$ cat config.mk
export PLATFORM = sky130hd
export DESIGN_NAME = memory_area_base_registers
export DESIGN_NICKNAME = d
export VERILOG_FILES = /design/src/core/mem_area_pkg.sv /design/src/core/memory_area_base_registers.sv /design/src/core/shadow_reg.sv
export SDC_FILE = /design/constraint.sdc
export NUM_CORES = 1
export LEC_CHECK = 0
export BUFFER_PORTS_ARGS = -buffer_cell sky130_fd_sc_hd__buf_2
export CORE_ASPECT_RATIO = 1.1
export CORE_MARGIN = 5
export CORE_UTILIZATION = 49
export CTS_CLUSTER_DIAMETER = 120
export DETAILED_ROUTE_END_ITERATION = 12
export PLACE_DENSITY = 0.87
export SLEW_MARGIN = 10
export SYNTH_ARGS = -nofsm -noshare
export SYNTH_HDL_FRONTEND = slang
export SYNTH_SLANG_ARGS = --single-unit
$ cat constraint.sdc
create_clock -name core_clk -period 2.7 [get_ports core_clk]
set_input_delay 0.27 -clock core_clk [delete_from_list [all_inputs] [get_ports core_clk]]
set_output_delay 0.27 -clock core_clk [all_outputs]
set_load 0.1 [all_outputs]
$ cat src/core/mem_area_pkg.sv
// Package: offsets, field layouts and widths of the memory area base register bank
package mem_area_pkg;
    // =====================================================================
    // Register offsets (byte offsets on the 16-bit register port)
    localparam logic [10:0] OFS_BG_X = 11'h04C;
    localparam logic [10:0] OFS_BG_Y = 11'h04E;
    localparam logic [10:0] OFS_VA0_HI = 11'h062;
    localparam logic [10:0] OFS_VA0_LO = 11'h064;
    localparam logic [10:0] OFS_VA1_HI = 11'h066;
    localparam logic [10:0] OFS_VA1_LO = 11'h068;
    localparam logic [10:0] OFS_VA2_HI = 11'h06A;
    localparam logic [10:0] OFS_VA2_LO = 11'h06C;
    localparam logic [10:0] OFS_VWIN_W = 11'h06E;
    localparam logic [10:0] OFS_VWIN_H = 11'h070;
    localparam logic [10:0] OFS_CUR1 = 11'h07C;
    localparam logic [10:0] OFS_CUR2 = 11'h07E;
    localparam logic [10:0] OFS_RENDER = 11'h098;
    // =====================================================================
    // Field masks of the writable bits
    localparam logic [15:0] MSK_BG_X = 16'h03FF;
    localparam logic [15:0] MSK_BG_Y = 16'h3FFF;
    localparam logic [15:0] MSK_HI7 = 16'h007F;
    localparam logic [15:0] MSK_VA_LO = 16'hFC00;
    localparam logic [15:0] MSK_VWIN_W = 16'h03FE;
    localparam logic [15:0] MSK_VWIN_H = 16'hFE00;
    localparam logic [15:0] MSK_CUR = 16'hF87F;
    // Number of video areas
    localparam int NUM_VA = 3;
    // Shadow-copy states of one update channel
    typedef enum logic [0:0] {SH_IDLE, SH_PENDING} shadow_state_type;
endpackage : mem_area_pkg

$ cat src/core/memory_area_base_registers.sv
// Memory area base register bank with display and capture update points
// Behaviour
// - Background X holds 10 bits 9..0, background Y 14 bits 13..0.
// - Video area bases carry address bits 22..10 only, lower bits zero.
// - Three video bases, high in bits 6..0, low in bits 15..10.
// - With auto-select set, display the area holding the latest capture.
// - Video base change: display at internal update, capture at frame sync rise.
// - Cursor base holds A15..A11 in bits 15..11, A22..A16 in bits 6..0.
// - Cursor base change takes effect only at the internal display update.
// - Render base, A22..A16 in bits 6..0, used only while select is 1.
// - Video, window, cursor and render registers keep contents through reset.
//
// Decided for this implementation: the strobed register port.
`timescale 1ns/1ps
module memory_area_base_registers
    import mem_area_pkg::*;
(
    input wire logic core_clk, // 40 MHz clock
    input wire logic rst, // Synchronous reset, active high
    input wire logic [10:0] reg_addr, // Register byte offset
    input wire logic [15:0] reg_wdata, // Write data
    input wire logic reg_wr, // Write strobe
    input wire logic reg_rd, // Read strobe
    output logic [15:0] reg_rdata, // Read data, cycle after read strobe
    input wire logic display_update, // Internal display update pulse
    input wire logic capture_frame_sync_in, // Capture vertical sync level
    input wire logic capture_auto_select, // Auto-select latest capture area
    input wire logic [1:0] display_area_sel, // Area shown when auto-select is 0
    input wire logic [1:0] capture_area_idx, // Area being filled by capture
    input wire logic capture_done, // Pulse: capture area finished an image
    input wire logic render_base_select, // Render base select bit
    output logic [9:0] background_origin_x, // Background start X
    output logic [13:0] background_origin_y, // Background start Y
    output logic [22:0] display_video_base, // Display video base address
    output logic [22:0] capture_video_base, // Capture video base address
    output logic [1:0] display_video_idx, // Area now used for display
    output logic [9:0] video_window_width, // Window width, bit 0 zero
    output logic [15:0] video_window_height, // Window height register image
    output logic [22:0] cursor1_base, // Cursor 1 base in effect
    output logic [22:0] cursor2_base, // Cursor 2 base in effect
    output logic [22:0] render_base, // Render base address
    output logic render_base_valid, // Render base in use
    output logic updates_pending // A display video or cursor base waits for the display update
);
    // ======================================================================
    // State: programmed registers, capture bases, sync history, read path
    typedef struct packed {
        logic [15:0] bg_x;
        logic [15:0] bg_y;
        logic [15:0] va_hi0;
        logic [15:0] va_hi1;
        logic [15:0] va_hi2;
        logic [15:0] va_lo0;
        logic [15:0] va_lo1;
        logic [15:0] va_lo2;
        logic [15:0] vwin_w;
        logic [15:0] vwin_h;
        logic [15:0] cur1;
        logic [15:0] cur2;
        logic [15:0] rend;
        logic [12:0] cap0;
        logic [12:0] cap1;
        logic [12:0] cap2;
        logic sync_d;
        logic [1:0] latest;
        logic [15:0] rdata;
    } bank_type;
    bank_type s_r;
    bank_type s_nxt;

    // Address bits 22..10 from a video high/low pair; va_addr adds the zero low bits
    function automatic logic [12:0] va_join(input logic [15:0] hi, input logic [15:0] lo);
        va_join = {hi[6:0], lo[15:10]};
    endfunction : va_join

    function automatic logic [22:0] va_addr(input logic [12:0] a);
        va_addr = {a, 10'h000};
    endfunction : va_addr

    // Cursor register image to 23-bit address
    function automatic logic [22:0] cur_addr(input logic [15:0] r);
        cur_addr = {r[6:0], r[15:11], 11'h000};
    endfunction : cur_addr

    function automatic logic [12:0] pick3(input logic [1:0] i, input logic [12:0] a0,
                                          input logic [12:0] a1, input logic [12:0] a2);
        case (i)
            2'h0: pick3 = a0;
            2'h1: pick3 = a1;
            default: pick3 = a2;
        endcase
    endfunction : pick3

    logic sync_rise;
    logic [12:0] prog0;
    logic [12:0] prog1;
    logic [12:0] prog2;
    logic [38:0] disp_src;
    logic [38:0] disp_q;
    logic [15:0] c1_q;
    logic [15:0] c2_q;
    logic [2:0] pend;

    assign sync_rise = capture_frame_sync_in & ~s_r.sync_d;
    assign prog0 = va_join(s_r.va_hi0, s_r.va_lo0);
    assign prog1 = va_join(s_r.va_hi1, s_r.va_lo1);
    assign prog2 = va_join(s_r.va_hi2, s_r.va_lo2);
    assign disp_src = {prog2, prog1, prog0};

    // ======================================================================
    // Register writes, capture-side copies and read path
    // Reset touches only the sync history, latest index and read data; all
    // programmed fields deliberately have no reset so software setup survives.
    always_comb begin
        s_nxt = s_r;
        s_nxt.sync_d = capture_frame_sync_in;
        s_nxt.rdata = 16'h0000;
        if (reg_wr) begin
            case (reg_addr)
                OFS_BG_X: s_nxt.bg_x = reg_wdata & MSK_BG_X;
                OFS_BG_Y: s_nxt.bg_y = reg_wdata & MSK_BG_Y;
                OFS_VA0_HI: s_nxt.va_hi0 = reg_wdata & MSK_HI7;
                OFS_VA0_LO: s_nxt.va_lo0 = reg_wdata & MSK_VA_LO;
                OFS_VA1_HI: s_nxt.va_hi1 = reg_wdata & MSK_HI7;
                OFS_VA1_LO: s_nxt.va_lo1 = reg_wdata & MSK_VA_LO;
                OFS_VA2_HI: s_nxt.va_hi2 = reg_wdata & MSK_HI7;
                OFS_VA2_LO: s_nxt.va_lo2 = reg_wdata & MSK_VA_LO;
                OFS_VWIN_W: s_nxt.vwin_w = reg_wdata & MSK_VWIN_W;
                OFS_VWIN_H: s_nxt.vwin_h = reg_wdata & MSK_VWIN_H;
                OFS_CUR1: s_nxt.cur1 = reg_wdata & MSK_CUR;
                OFS_CUR2: s_nxt.cur2 = reg_wdata & MSK_CUR;
                OFS_RENDER: s_nxt.rend = reg_wdata & MSK_HI7;
                default: s_nxt.bg_x = s_r.bg_x;
            endcase
        end
        // Capture sees new bases only at the frame sync rising edge
        if (sync_rise) begin
            s_nxt.cap0 = prog0;
            s_nxt.cap1 = prog1;
            s_nxt.cap2 = prog2;
        end
        // Latest finished capture area, for auto-select display
        if (capture_done) begin
            s_nxt.latest = capture_area_idx;
        end
        if (reg_rd) begin
            case (reg_addr)
                OFS_BG_X: s_nxt.rdata = s_r.bg_x;
                OFS_BG_Y: s_nxt.rdata = s_r.bg_y;
                OFS_VA0_HI: s_nxt.rdata = s_r.va_hi0;
                OFS_VA0_LO: s_nxt.rdata = s_r.va_lo0;
                OFS_VA1_HI: s_nxt.rdata = s_r.va_hi1;
                OFS_VA1_LO: s_nxt.rdata = s_r.va_lo1;
                OFS_VA2_HI: s_nxt.rdata = s_r.va_hi2;
                OFS_VA2_LO: s_nxt.rdata = s_r.va_lo2;
                OFS_VWIN_W: s_nxt.rdata = s_r.vwin_w;
                OFS_VWIN_H: s_nxt.rdata = s_r.vwin_h;
                OFS_CUR1: s_nxt.rdata = s_r.cur1;
                OFS_CUR2: s_nxt.rdata = s_r.cur2;
                OFS_RENDER: s_nxt.rdata = s_r.rend;
                default: s_nxt.rdata = 16'h0000;
            endcase
        end
        if (rst) begin
            s_nxt.sync_d = 1'b1; // A sync already high is not a rise
            s_nxt.latest = 2'h0;
            s_nxt.rdata = 16'h0000;
        end
    end

    // Register stage; programmed fields keep their value through reset
    always_ff @(posedge core_clk) begin
        s_r <= s_nxt;
    end

    // ======================================================================
    // Display-side working copies that move only on the internal update
    shadow_reg #(.W(39)) u_disp_va (
        .core_clk(core_clk),
        .rst(rst),
        .src(disp_src),
        .load(display_update),
        .q(disp_q),
        .pending(pend[0])
    );

    shadow_reg #(.W(16)) u_cur1 (
        .core_clk(core_clk),
        .rst(rst),
        .src(s_r.cur1),
        .load(display_update),
        .q(c1_q),
        .pending(pend[1])
    );

    shadow_reg #(.W(16)) u_cur2 (
        .core_clk(core_clk),
        .rst(rst),
        .src(s_r.cur2),
        .load(display_update),
        .q(c2_q),
        .pending(pend[2])
    );

    // ======================================================================
    // Outputs
    assign display_video_idx = capture_auto_select ? s_r.latest : display_area_sel;
    assign display_video_base = va_addr(pick3(display_video_idx, disp_q[12:0],
                                              disp_q[25:13], disp_q[38:26]));
    assign capture_video_base = va_addr(pick3(capture_area_idx, s_r.cap0, s_r.cap1,
                                              s_r.cap2));
    assign background_origin_x = s_r.bg_x[9:0];
    assign background_origin_y = s_r.bg_y[13:0];
    assign video_window_width = s_r.vwin_w[9:0];
    assign video_window_height = s_r.vwin_h;
    assign cursor1_base = cur_addr(c1_q);
    assign cursor2_base = cur_addr(c2_q);
    // Render base is zero unless selected, so a consumer cannot misuse it
    assign render_base = render_base_select ? {s_r.rend[6:0], 16'h0000} : 23'h000000;
    assign render_base_valid = render_base_select;
    assign updates_pending = |pend;
    assign reg_rdata = s_r.rdata;

    // ======================================================================
    // Checks
    // Hold checks use $stable so never-written fields, unknown until set up, pass
    AST_BG_X_WIDTH: assert property (@(posedge core_clk) disable iff (rst)
        reg_wr && reg_addr == OFS_BG_X |=> background_origin_x == $past(reg_wdata[9:0]))
        else $error("background x not stored");
    AST_BG_KEEP_RESET: assert property (@(posedge core_clk)
        rst && !reg_wr |=> $stable(background_origin_y))
        else $error("background y changed by reset");
    AST_VA_LOW_ZERO: assert property (@(posedge core_clk) disable iff (rst)
        sync_rise && capture_area_idx == 2'h0 ##1 capture_area_idx == 2'h0
        |-> capture_video_base == {$past(s_r.va_hi0[6:0]), $past(s_r.va_lo0[15:10]), 10'h000})
        else $error("video base not built from address bits 22..10");
    AST_VA_SPLIT: assert property (@(posedge core_clk) disable iff (rst)
        reg_wr && reg_addr == OFS_VA0_LO |=> s_r.va_lo0[9:0] == 10'h000)
        else $error("video low field holds unused bits");
    AST_AUTO_SEL: assert property (@(posedge core_clk) disable iff (rst)
        capture_done && capture_auto_select ##1 capture_auto_select && !capture_done
        |-> display_video_idx == $past(capture_area_idx))
        else $error("auto-select not following latest capture");
    AST_CAP_HOLD: assert property (@(posedge core_clk) disable iff (rst)
        !sync_rise |=> $stable(s_r.cap0))
        else $error("capture base changed without sync rise");
    AST_DISP_HOLD: assert property (@(posedge core_clk) disable iff (rst)
        !display_update |=> $stable(disp_q))
        else $error("display base changed without update");
    AST_CUR_LOAD: assert property (@(posedge core_clk) disable iff (rst)
        display_update |=> cursor1_base == cur_addr($past(s_r.cur1)))
        else $error("cursor base not taken at update");
    AST_CUR_HOLD: assert property (@(posedge core_clk) disable iff (rst)
        !display_update |=> $stable(cursor2_base))
        else $error("cursor base changed without update");
    AST_RENDER_GATE: assert property (@(posedge core_clk) disable iff (rst)
        !render_base_select |-> render_base == 23'h000000)
        else $error("render base used while not selected");
    AST_KEEP_RESET: assert property (@(posedge core_clk)
        rst && !reg_wr |=> $stable(s_r.rend) && $stable(s_r.vwin_w))
        else $error("programmed register changed by reset");
    COV_SYNC: cover property (@(posedge core_clk) disable iff (rst) sync_rise);
    COV_UPDATE: cover property (@(posedge core_clk) disable iff (rst)
        updates_pending ##1 display_update);
    COV_AUTO: cover property (@(posedge core_clk) disable iff (rst)
        capture_auto_select && capture_done);
    COV_READ: cover property (@(posedge core_clk) disable iff (rst)
        reg_rd && reg_addr == OFS_CUR1);
endmodule : memory_area_base_registers

$ cat src/core/shadow_reg.sv
// Shadow register: holds a working copy that follows its source on an update strobe
`timescale 1ns/1ps
module shadow_reg
    import mem_area_pkg::*;
#(
    parameter int W = 16
) (
    input wire logic core_clk, // Clock
    input wire logic rst, // Synchronous reset, working copy kept
    input wire logic [W-1:0] src, // Programmed value
    input wire logic load, // One-cycle update strobe
    output logic [W-1:0] q, // Working copy
    output logic pending // Programmed value has differed from copy since the last load
);
    typedef struct packed {
        logic [W-1:0] copy;
        shadow_state_type st;
    } sh_state_type;
    sh_state_type s_r;
    sh_state_type s_nxt;

    // ==========================================================
    // Copy follows source only on the strobe; reset keeps the copy
    always_comb begin
        s_nxt = s_r;
        if (load) begin
            s_nxt.copy = src;
            s_nxt.st = SH_IDLE;
        end else if (src != s_r.copy) begin
            s_nxt.st = SH_PENDING;
        end
        if (rst) begin
            s_nxt.st = SH_IDLE;
        end
    end

    always_ff @(posedge core_clk) begin
        s_r <= s_nxt;
    end

    assign q = s_r.copy;
    assign pending = (s_r.st == SH_PENDING);
endmodule : shadow_reg

==> metrics.md, run 1 <==
| Metric | Value |
|---|---|
| Status | completed |
| Flop pwr share | between 40% and 50% |
| Final non-filler cell area | between 0.01 and 0.015 mm2 |
| Reg2reg start | s_r[75]$_DFFE_PP_ |
| Post-synth EDFFs | between 200 and 250 |
| Die area | about 0.024 mm2 |
| Root Buffer | clkbuf_16 |
| WP data required | between 2000 and 2500 ps |
| Worst Hold End | disp_src[0]$_DFFE_PP_ |
| Max-slew violations | 0 |
| Number of port buffers | 156 |
| Multi-input logic area | about 0.0028 mm2 |
| Layout area overhead | 13.4% |
| Die Y | 162 um |
| Mean number of vias per cell | ~5.6 |
| Most frequent cells in the layout | edfxtp_1, buf_2, conb_1, xnor2_1, nor2_1 |
| Worst Path Max Fanout | 14 |
| Synth area leaders | edfxtp_1, buf_4, xnor2_1 |
| GPL Wtd Cong | about 0.99 |
| #FFs+latches synth | 234 |
| WL final | approximately 26 mm |
| Startpoint types | flop |
| HP Start | reg_wdata[10] |
| WHS Path Cells | 1 |
| Starting density of the core | 50.1% |
| Sw frac | between 20% and 30% |
| Pre-CTS WS | roughly 340 ps |
| Worst path max stage delay | between 400 and 500 ps |
| Ports | 225 |
| All-Layer GR Usage | 21.2% |
| Leakage | 0.00429 uW |
| Most common cell after layout, fill and taps aside | edfxtp_1 |
| Cells along the critical path | mux2i_2, buf_4, mux2i_1, a21oi_2, buf_2 |
| Crit. End Element | primary output |
| Iteration-0 DRC Markers | around 750 |
| Post-synthesis cell type count | 50 |
| Mean Syn Cell Area | 14.1 um2 |
| First-pass GRT wire length | between 30 and 40 mm |
| Mapped Area | about 0.010 mm2 |
| FF-to-FF setup slack | between 1000 and 1500 ps |
| Top_reg_cell synth | edfxtp_1 |
| Worst-Skew Late Latency | between 500 and 600 ps |
| Pwr Total | approximately 8600 uW |
| Pint | between 6000 and 7000 uW |
| Final setup viols | 0 |
| Power per cell area | ~730 mW/mm2 |
| Via count | between 6k and 7k |
| Clk pin slew, worst setup/hold paths | roughly 70 ps |
| Vias in the first global route | 6382 |
| Final ANT Viol Nets | 0 |
| Crit share post-route | between 80% and 90% |
| Critical-path top delay cell | buf_2 |
| Worst r2r path cells | 4 |
| Clock group share of total power | about 40% |
| Unrepaired setup endpoints after global routing | no |
| Layout cells sized above 1 | 29.1% |
| Die width | approximately 150 um |
| Post-Synthesis Cells | between 700 and 800 |
| Ant. Diodes | 0 |
| Crit Path Category | reg -> out |
| DRC Markers | 0 |
| Max clock buf depth | 3 |
| Largest net degree at the start of global routing | 40 |
| Count of final hold-check violations | 0 |
| NetSw | 2350 uW |
| Placed cell areas | 0.0109 mm2 |
| Initial antenna violation count | 0 |
| CTS Sinks | about 230 |
| Worst Tran Pin Value | roughly 700 ps |
| Grt ovf | 0 |
| H-tree depth | 1 |
| CTS tree | built |
| Row cnt | between 50 and 60 |
| Setup Skew | approximately 13 ps |
| Final Net Count | a little under 900 |
| Max frequency | 426 MHz |
| Final min period | around 2400 ps |
| HP Class | in -> reg |
| Fraction of registers with async set/reset | 0% |
| Yosys warning total | 0 |
| FF-to-FF End | reg_rdata[1]$_SDFF_PP0_ |
| Core Box Area | 0.0206 mm2 |
| DP Wirelength | between 15 and 20 mm |
| Worst vdd rail ir drop | about 450 uV |
| Postcts setup bufs | 0 |
| TritonRoute pass-1 iters | 5 |
| Slew HR | between 50% and 60% |
| Critical path arrival | between 2000 and 2500 ps |
| Worst setup margin | 350 ps |
| Register area share after synthesis | 65.8% |
| Comb pwr share | between 10% and 20% |
| CTS buffer count | 23 |
| Post-CTS sizing | 0 |
| Finished Core Util | between 50 and 60% |
| Cell taking the most area after synthesis | edfxtp_1 |
| Fill cells | between 1.5k and 2k |
| Seq. cell area | between 0.006 and 0.007 mm2 |
| Yosys top cell area share | 61.6% |
| Max_cap viols | 0 |
| Routed length per instance | around 23 um |
==> kinds of logic (layout without fill, tap and decap cells) <==
group | count (synthesis) | in the layout | share of synthesized area, %
DFF | 234 | 234 | 65.8
and+or+nand+nor | 150 | 150 | 7.65
buffers and inverters | 150 | 222 | 10.2
AOI/OAI and AO/OA | 94 | 94 | 6.74
xor gates and xnor gates | 63 | 63 | 5.34
muxes | 41 | 41 | 4.16
other | 1 | 68 | 0.0363
==> cells in the mapped netlist, types with 4 or more instances <==
master,count
edfxtp_1,212
nor4_1,9
nor2_1,35
clkbuf_1,14
inv_1,4
mux2i_1,34
buf_4,125
nand2_1,33
xnor2_1,52
mux2_2,6
a22o_1,4
nand2b_1,4
a31oi_1,5
a222oi_1,5
a22oi_1,20
dfxtp_1,22
a21oi_2,9
and2_1,12
a21oi_1,16
nand4_1,13
and3_1,7
xor2_1,11
o21ai_0,17
nor3_1,15
nand3_1,4
a221oi_1,5
buf_2,4
==> flip-flops by register name, summed over array words and instances, names as in the netlist <==
| name | flops |
|---|---|
| reg_rdata | 16 |
| u_disp_va.pending | 1 |
| s_r | 73 |
| disp_src | 39 |
| video_window_height | 7 |
| background_origin_x | 10 |
| u_cur1.pending | 1 |
| background_origin_y | 14 |
| u_cur1.q | 12 |
| video_window_width | 9 |
| u_cur2.q | 12 |
| u_cur2.pending | 1 |
| u_disp_va.q | 39 |
==> power groups by stage <==
stage	Clock [uW]	Combinational (uW)	Sequential (uW)
floorplan	0	959	4150
global placement	0	1140	4080
detailed placement	0	1140	4080
CTS	3470	1150	4000
global route	3650	1190	4010
finish	3460	1150	4000
==> metal layers <==
layer | vias to the layer above | wire, um | GRT usage, %
li1 | 2776 | - | -
met1 | 3017 | 9660 | 27.7
met2 | 454 | 12800 | 35.6
met3 | 56 | 2890 | 3.59
met4 | 0 | 990 | 8.23
met5 | - | 0 | 0
==> area by class of cell <==
| type | instances | share of cell area (%) |
|---|---|---|
| Inverter | 4 | 0.128 |
| Multi-Input combinational cell | 416 | 24.0 |
| Sequential cell | 234 | 58.0 |
| Clock buffer | 32 | 5.45 |
| Timing Repair Buffer | 176 | 8.11 |
| Tap cell | 256 | 2.73 |
| Clock inverter | 10 | 1.57 |
==> what timing repair did <==
item                                   in CTS  in global routing
endpoints found under the hold margin       7                  0
hold buffers                                3                  0
setup endpoints to repair                   0                  0
==> critical path: cells and delay by family (launching register included) <==
family	cells	cell delay [ps]
flops	1	320
compound gates	1	190
mux	2	300
buf+inv	2	750
==> how the worst max path moves through the flow <==
stage                         startpoint  cells past startpoint  slack [ps]                       end
floorplan            capture_area_idx[0]                      4         -30    capture_video_base[12]
global placement             reg_addr[3]                      6         400   reg_rdata[2]$_SDFF_PP0_
detailed placement           reg_addr[3]                      6         340  reg_rdata[11]$_SDFF_PP0_
CTS                 s_r[16]$_SDFFE_PP0P_                      5         300    display_video_base[19]
global route        s_r[16]$_SDFFE_PP0P_                      5         220    display_video_base[15]
finish              s_r[16]$_SDFFE_PP0P_                      5         350    display_video_base[15]
==> per-stage QoR <==
stage	instances	hold WS, ps	setup TNS, ps
3_5_place_dp	1083	475	0
3_3_place_gp	1083	471	0
5_1_grt	1128	6.50	0
4_1_cts	1128	3.60	0
6_report	1128	10.3	0
2_1_floorplan	800	342	-32.9
No activity file was read; power rests on OpenSTA's default activity.
==> run 2: changes to the inputs <==
==> constraint.sdc (replaced) <==
create_clock -name core_clk -period 2 [get_ports core_clk]
set_input_delay 0.2 -clock core_clk [delete_from_list [all_inputs] [get_ports core_clk]]
set_output_delay 0.2 -clock core_clk [all_outputs]
set_load 0.1 [all_outputs]
==> run 2 against run 1 <==
Effect of this change: the run now ends with setup timing left; via count grew 4.3%; setup slack lost 420 ps; routed wire length is 2.8% higher; cell count up 3.3%; count of clock-buffer cells in the layout shrank 7; die area stayed put; sequential power is 35% higher; highest routed layer unchanged.
==> metrics.md, run 2 (synthesis gave the netlist of run 1 again) <==
| Metric | Value |
|---|---|
| All-Layer GR Usage | 21.6% (was 21.2%) |
| Pint | 8290 uW (was 6260 uW) |
| Worst-Skew Late Latency | 510 ps (about the same) |
| Number of port buffers | 156 (unchanged) |
| Worst setup margin | -67.3 ps (was 350 ps) |
| Mean number of vias per cell | 5.64 (was 5.59) |
| Max-slew violations | 0 (unchanged) |
| Worst vdd rail ir drop | 763 uV (was 446 uV) |
| Critical-path top delay cell | dfxtp_2 (was buf_2) |
| Initial antenna violation count | 1 (was 0) |
| WL final | 27.1 mm (was 26.4 mm) |
| Slew HR | 54.3% (was 53.2%) |
| Pwr Total | 11500 uW (was 8610 uW) |
| Fin Hold WS | 14.1 ps (was 10.3 ps) |
| Max clock buf depth | 3 (unchanged) |
| Flop pwr share | 46.9% (was 46.5%) |
| Sw frac | 28.2% (was 27.3%) |
| WHS Path Cells | 1 (unchanged) |
| HP Class | in -> reg (unchanged) |
| Max_cap viols | 0 (unchanged) |
| Unrepaired setup endpoints after global routing | yes (was no) |
| HP Start | reg_wdata[0] (was reg_wdata[10]) |
| Final ANT Viol Nets | 0 (unchanged) |
| Most frequent cells in the layout | edfxtp_1, buf_2, conb_1, xnor2_1, buf_4 (was edfxtp_1, buf_2, conb_1, xnor2_1, nor2_1) |
| Clk pin slew, worst setup/hold paths | 70 ps (about the same) |
| Die area | 0.0241 mm2 (unchanged) |
| Setup Skew | 10.0 ps (was 12.9 ps) |
| Layout Cells excl Fill | 1165 (was 1128) |
| Setup TNS | -546 ps (was 0 ps) |
| Iteration-0 DRC Markers | 843 (was 748) |
| Final setup viols | 13 (was 0) |
| Crit. End Element | primary output (unchanged) |
| Leakage | 0.00464 uW (was 0.00429 uW) |
| DRC Markers | 0 (unchanged) |
| Routed length per instance | 23.3 um (was 23.4 um) |
| Status | finished, violations left (was completed) |
| GPL Wtd Cong | 0.949 (was 0.987) |
| Pre-CTS WS | -15.8 ps (was 344 ps) |
| Power per cell area | 904 mW/mm2 (was 734 mW/mm2) |
| Worst r2r path cells | 4 (unchanged) |
| CTS Sinks | 234 (unchanged) |
| Max reg flops | 73 (unchanged) |
| Vias in the first global route | 6686 (was 6382) |
| Cells along the critical path | mux2i_4, clkbuf_16, mux2i_4, a21oi_4, buf_12 (was mux2i_2, buf_4, mux2i_1, a21oi_2, buf_2) |
| Startpoint types | flop (unchanged) |
| Worst Setup SP | s_r[16]$_SDFFE_PP0P_ (unchanged) |
| Die Y | 162 um (unchanged) |
| Crit-path most repeated cell | mux2i_4 |
| First-pass GRT wire length | 39.8 mm (was 39.0 mm) |
| CTS tree | built (unchanged) |
| Die width | 149 um (unchanged) |
| Final min period | 2070 ps |
| Reg2reg start | s_r[86]$_DFFE_PP_ (was s_r[75]$_DFFE_PP_) |
| Fill cells | 1455 (was 1572) |
| Largest net degree at the start of global routing | 52 (was 40) |
| Root Buffer | clkbuf_16 (unchanged) |
| Clock group share of total power | 37.0% (was 40.1%) |
| H-tree depth | 1 (unchanged) |
| Comb pwr share | 16.0% (was 13.4%) |
| DP Wirelength | 20.0 mm (was 19.7 mm) |
| Crit share post-route | 103% |
| Worst Tran Pin Value | 686 ps (was 702 ps) |
| Critical path arrival | 1870 ps (was 2080 ps) |
| Ports | 225 (unchanged) |
| Via count | 6574 (was 6303) |
| Layout area overhead | 23.5% (was 13.4%) |
| Max frequency | 484 MHz |
| TritonRoute pass-1 iters | 5 (unchanged) |
| Failing checks | setup timing |
| Worst path max stage delay | 330 ps (was 450 ps) |
| Grt ovf | 0 (unchanged) |
| Row cnt | 55 (unchanged) |
| Crit Path Category | reg -> out (unchanged) |
| Count of final hold-check violations | 0 (unchanged) |
| Layout cells sized above 1 | 33.9% (was 29.1%) |
| Worst Path Max Fanout | 6 (was 14) |
| Core Box Area | 0.0206 mm2 (unchanged) |
| Starting density of the core | 50.1% (unchanged) |
| Placed cells | 1110 (was 1083) |
| Final Net Count | 933 (was 895) |
| NetSw | 3250 uW (was 2350 uW) |
| WP data required | 1800 ps (was 2430 ps) |
| Most common cell after layout, fill and taps aside | edfxtp_1 (unchanged) |
| Largest register by flop count | s_r (unchanged) |
| CTS buffer count | 23 (unchanged) |
run 2: what timing repair did:
item | CTS | global route
hold buffers | 11 | 0
gates cloned | 1 | 0
gates resized for setup | 20 | 6
setup endpoints to repair | 13 | 13
pin swaps | 3 | 1
setup buffers | 1 | 1
endpoints found under the hold margin | 47 | 0
run 2: power groups by stage:
stage,Sequential (uW),Clock [uW],Combinational (uW)
floorplan,5600,0,1340
global placement,5510,0,1770
detailed placement,5510,0,1780
CTS,5410,4300,1840
global route,5420,4520,1900
finish,5410,4270,1850
run 2: layout make-up:
class                           count  area, um2  share of cell area [%]
Clock buffer                       25        583                    4.57
Multi-Input combinational cell    416       3140                    24.6
Timing Repair Buffer              214       1740                    13.6
Antenna cell                        1       2.50                  0.0196
Inverter                            4       15.0                   0.118
Sequential cell                   234       6810                    53.3
Tap cell                          256        320                    2.51
Clock inverter                     15        155                    1.22
run 2: per-stage QoR:
step           utilization (%)  instance area, um2
5_1_grt                   61.8               12800
6_report                  61.8               12800
2_1_floorplan                -               10800
3_3_place_gp              56.8               11700
3_5_place_dp              56.8               11700
4_1_cts                   61.6               12700
run 2: worst paths after layout:
check / end / slack (ps)
max: display_video_base[19] / -70
min: disp_src[19]$_DFFE_PP_ / 10
max reg2reg: u_cur2.pending$_SDFFE_PP0P_ / 360
min reg2reg: u_cur1.q[6]$_DFFE_PP_ / 500
run 2: worst max-delay path, delay by kind of cell (launching register included):
kind,cells,cell delay [ps]
flops,1,330
buf+inv,2,420
mux,2,510
compound gates,1,90
run 2: routing by layer:
metal / share of wire (%) / track usage, %
met1: 36 / 26.9
met3: 10 / 4.04
met4: 5.4 / 10.1
met5: 0 / 0
met2: 48 / 36.5
==> run 3: changes to the inputs <==
--- a/config.mk
+++ b/config.mk
@@ -16,3 +16,4 @@
 export SYNTH_ARGS = -nofsm -noshare
 export SYNTH_HDL_FRONTEND = slang
 export SYNTH_SLANG_ARGS = --single-unit
+export TNS_END_PERCENT = 50
==> run 3 against run 2 <==
Effect of this change: the flow still finishes with violations (setup timing); core utilization decreased by 0.32 points; combinational power about the same; first-iteration DRC count decreased by 2.7%.
==> metrics.md, run 3 (synthesis gave the netlist of run 1 again) <==
| Metric | Value |
|---|---|
| CTS Sinks | 234 (unchanged) |
| Critical path arrival | 1840 ps (was 1870 ps) |
| Die width | 149 um (unchanged) |
| TritonRoute pass-1 iters | 5 (unchanged) |
| Mean number of vias per cell | 5.69 (was 5.64) |
| FF-to-FF End | u_disp_va.pending$_SDFFE_PP0P_ (was u_cur2.pending$_SDFFE_PP0P_) |
| H-tree depth | 1 (unchanged) |
| WHS Path Cells | 1 (unchanged) |
| Grt ovf | 0 (unchanged) |
| Max_cap viols | 0 (unchanged) |
| First-pass GRT wire length | 40.3 mm (was 39.8 mm) |
| Largest register by flop count | s_r (unchanged) |
| Layout cells sized above 1 | 33.6% (was 33.9%) |
| Worst setup margin | -43.2 ps (was -67.3 ps) |
| Placed cells | 1113 (was 1110) |
| Max reg flops | 73 (unchanged) |
| Clk pin slew, worst setup/hold paths | 70 ps (about the same) |
| Vias in the first global route | 6695 (was 6686) |
| Leakage | 0.00465 uW (was 0.00464 uW) |
| Via count | 6649 (was 6574) |
| Crit. End Element | primary output (unchanged) |
| Worst Hold End | disp_src[32]$_DFFE_PP_ (was disp_src[19]$_DFFE_PP_) |
| Worst r2r path cells | 4 (unchanged) |
| Worst-Skew Late Latency | 520 ps (was 510 ps) |
| Count of final hold-check violations | 0 (unchanged) |
| Final min period | 2040 ps (was 2070 ps) |
| Unrepaired setup endpoints after global routing | yes (unchanged) |
| Die area | 0.0241 mm2 (unchanged) |
| Slew HR | 54.8% (was 54.3%) |
| Final ANT Viol Nets | 0 (unchanged) |
| Worst Tran Pin Value | 676 ps (was 686 ps) |
| Max-slew violations | 0 (unchanged) |
| CTS tree | built (unchanged) |
| Max frequency | 489 MHz (was 484 MHz) |
| Finished Core Util | 61.5% (was 61.8%) |
| Max clock buf depth | 3 (unchanged) |
| Final setup viols | 12 (was 13) |
| Crit Path Category | reg -> out (unchanged) |
| Final non-filler cell area | 0.0127 mm2 (was 0.0128 mm2) |
| All-Layer GR Usage | 21.9% (was 21.6%) |
| Die Y | 162 um (unchanged) |
| Initial antenna violation count | 1 (unchanged) |
| Final Net Count | 935 (was 933) |
| FF-to-FF setup slack | 260 ps (was 360 ps) |
| Failing checks | setup timing (unchanged) |
| Layout Cells excl Fill | 1168 (was 1165) |
| Row cnt | 55 (unchanged) |
| Iteration-0 DRC Markers | 820 (was 843) |
| Most frequent cells in the layout | edfxtp_1, buf_2, conb_1, xnor2_1, buf_4 (unchanged) |
| Status | finished, violations left (unchanged) |
| Crit share post-route | 102% (was 103%) |
| WL final | 27.4 mm (was 27.1 mm) |
| WP data required | 1800 ps (about the same) |
| Ports | 225 (unchanged) |
| Number of port buffers | 156 (unchanged) |
| Core Box Area | 0.0206 mm2 (unchanged) |
| Fill cells | 1438 (was 1455) |
| Largest net degree at the start of global routing | 45 (was 52) |
| Power per cell area | 907 mW/mm2 (was 904 mW/mm2) |
| Most common cell after layout, fill and taps aside | edfxtp_1 (unchanged) |
| CTS buffer count | 23 (unchanged) |
| Starting density of the core | 50.1% (unchanged) |
| DRC Markers | 0 (unchanged) |
| Postcts setup bufs | 0 (was 1) |
| Reg2reg start | disp_src[28]$_DFFE_PP_ (was s_r[86]$_DFFE_PP_) |
| HP Class | in -> reg (unchanged) |
| Worst Path Max Fanout | 13 (was 6) |
| HP Start | reg_wdata[0] (unchanged) |
| Placed cell areas | 0.0117 mm2 (about the same) |
| DP Wirelength | 20.4 mm (was 20.0 mm) |
| Startpoint types | flop (unchanged) |
| GPL Wtd Cong | 0.934 (was 0.949) |
| Layout area overhead | 22.8% (was 23.5%) |
| Worst vdd rail ir drop | 982 uV (was 763 uV) |
| Ant. Diodes | 0 (was 1) |
| Root Buffer | clkbuf_16 (unchanged) |
| Setup Skew | 18.4 ps (was 10.0 ps) |
| Routed length per instance | 23.5 um (was 23.3 um) |
-- run 3: how the worst max path moves through the flow --
stage                                    endpoint  cells after the start            startpoint  slack, ps
after floorplan              display_video_idx[1]                      3  s_r[17]$_SDFFE_PP0P_       -430
after global placement    reg_rdata[2]$_SDFF_PP0_                      7           reg_addr[3]        130
after detailed placement  reg_rdata[3]$_SDFF_PP0_                      7           reg_addr[3]         90
after CTS                  display_video_base[14]                      5  s_r[16]$_SDFFE_PP0P_        -60
after global routing       display_video_base[16]                      5  s_r[16]$_SDFFE_PP0P_       -100
final                      display_video_base[16]                      5  s_r[16]$_SDFFE_PP0P_        -40
-- run 3: stage by stage --
step / TNS, ps / total power, uW / hold slack, ps / worst slack [ps]
after detailed placement: 0 / 7290 / 405 / 85.5
after CTS: -413 / 11500 / 15.3 / -55.9
after floorplan: -8980 / 6940 / 272 / -427
after global placement: 0 / 7280 / 400 / 126
final: -257 / 11500 / 33.7 / -43.2
after global routing: -1040 / 11800 / 27.3 / -98.8
-- run 3: layout make-up --
type                       instances  area, um2  area share (%)
inverter                           4       15.0           0.118
sequential                       234       6810            53.6
clock buffer                      30        663            5.22
multi-input combinational        416       3070            24.1
clock inverter                    12       97.6           0.768
tap                              256        320            2.52
timing repair buffer             216       1730            13.6
-- run 3: critical path, stage by stage (launching register included) --
cell and delay [ps]:
dfxtp_2 340, mux2i_4 190, buf_12 220, mux2i_2 290, a21oi_4 110, buf_12 180
-- run 3: per-layer routing --
layer / GRT usage [%] / wire length (um) / part of all wire, % / vias to the layer above
met4: 10.2 / 1260 / 4.6 / 2
met3: 4.51 / 2820 / 10 / 87
met1: 27.0 / 9800 / 36 / 3232
li1: - / - / - / 2853
met2: 37.3 / 13500 / 49 / 475
met5: 0 / 17 / 0.062 / -
-- run 3: what timing repair did --
item / CTS / global route
resized for setup: 12 / 4
setup endpoints to repair: 13 / 13
hold endpoints to repair: 51 / 0
hold buffers: 13 / 0
-- run 3: power by group --
| part | switching [uW] | internal, uW | total (uW) |
|---|---|---|---|
| combinational | 1430 | 403 | 1830 |
| clock | 1800 | 2480 | 4280 |
| sequential | 41.1 | 5370 | 5410 |
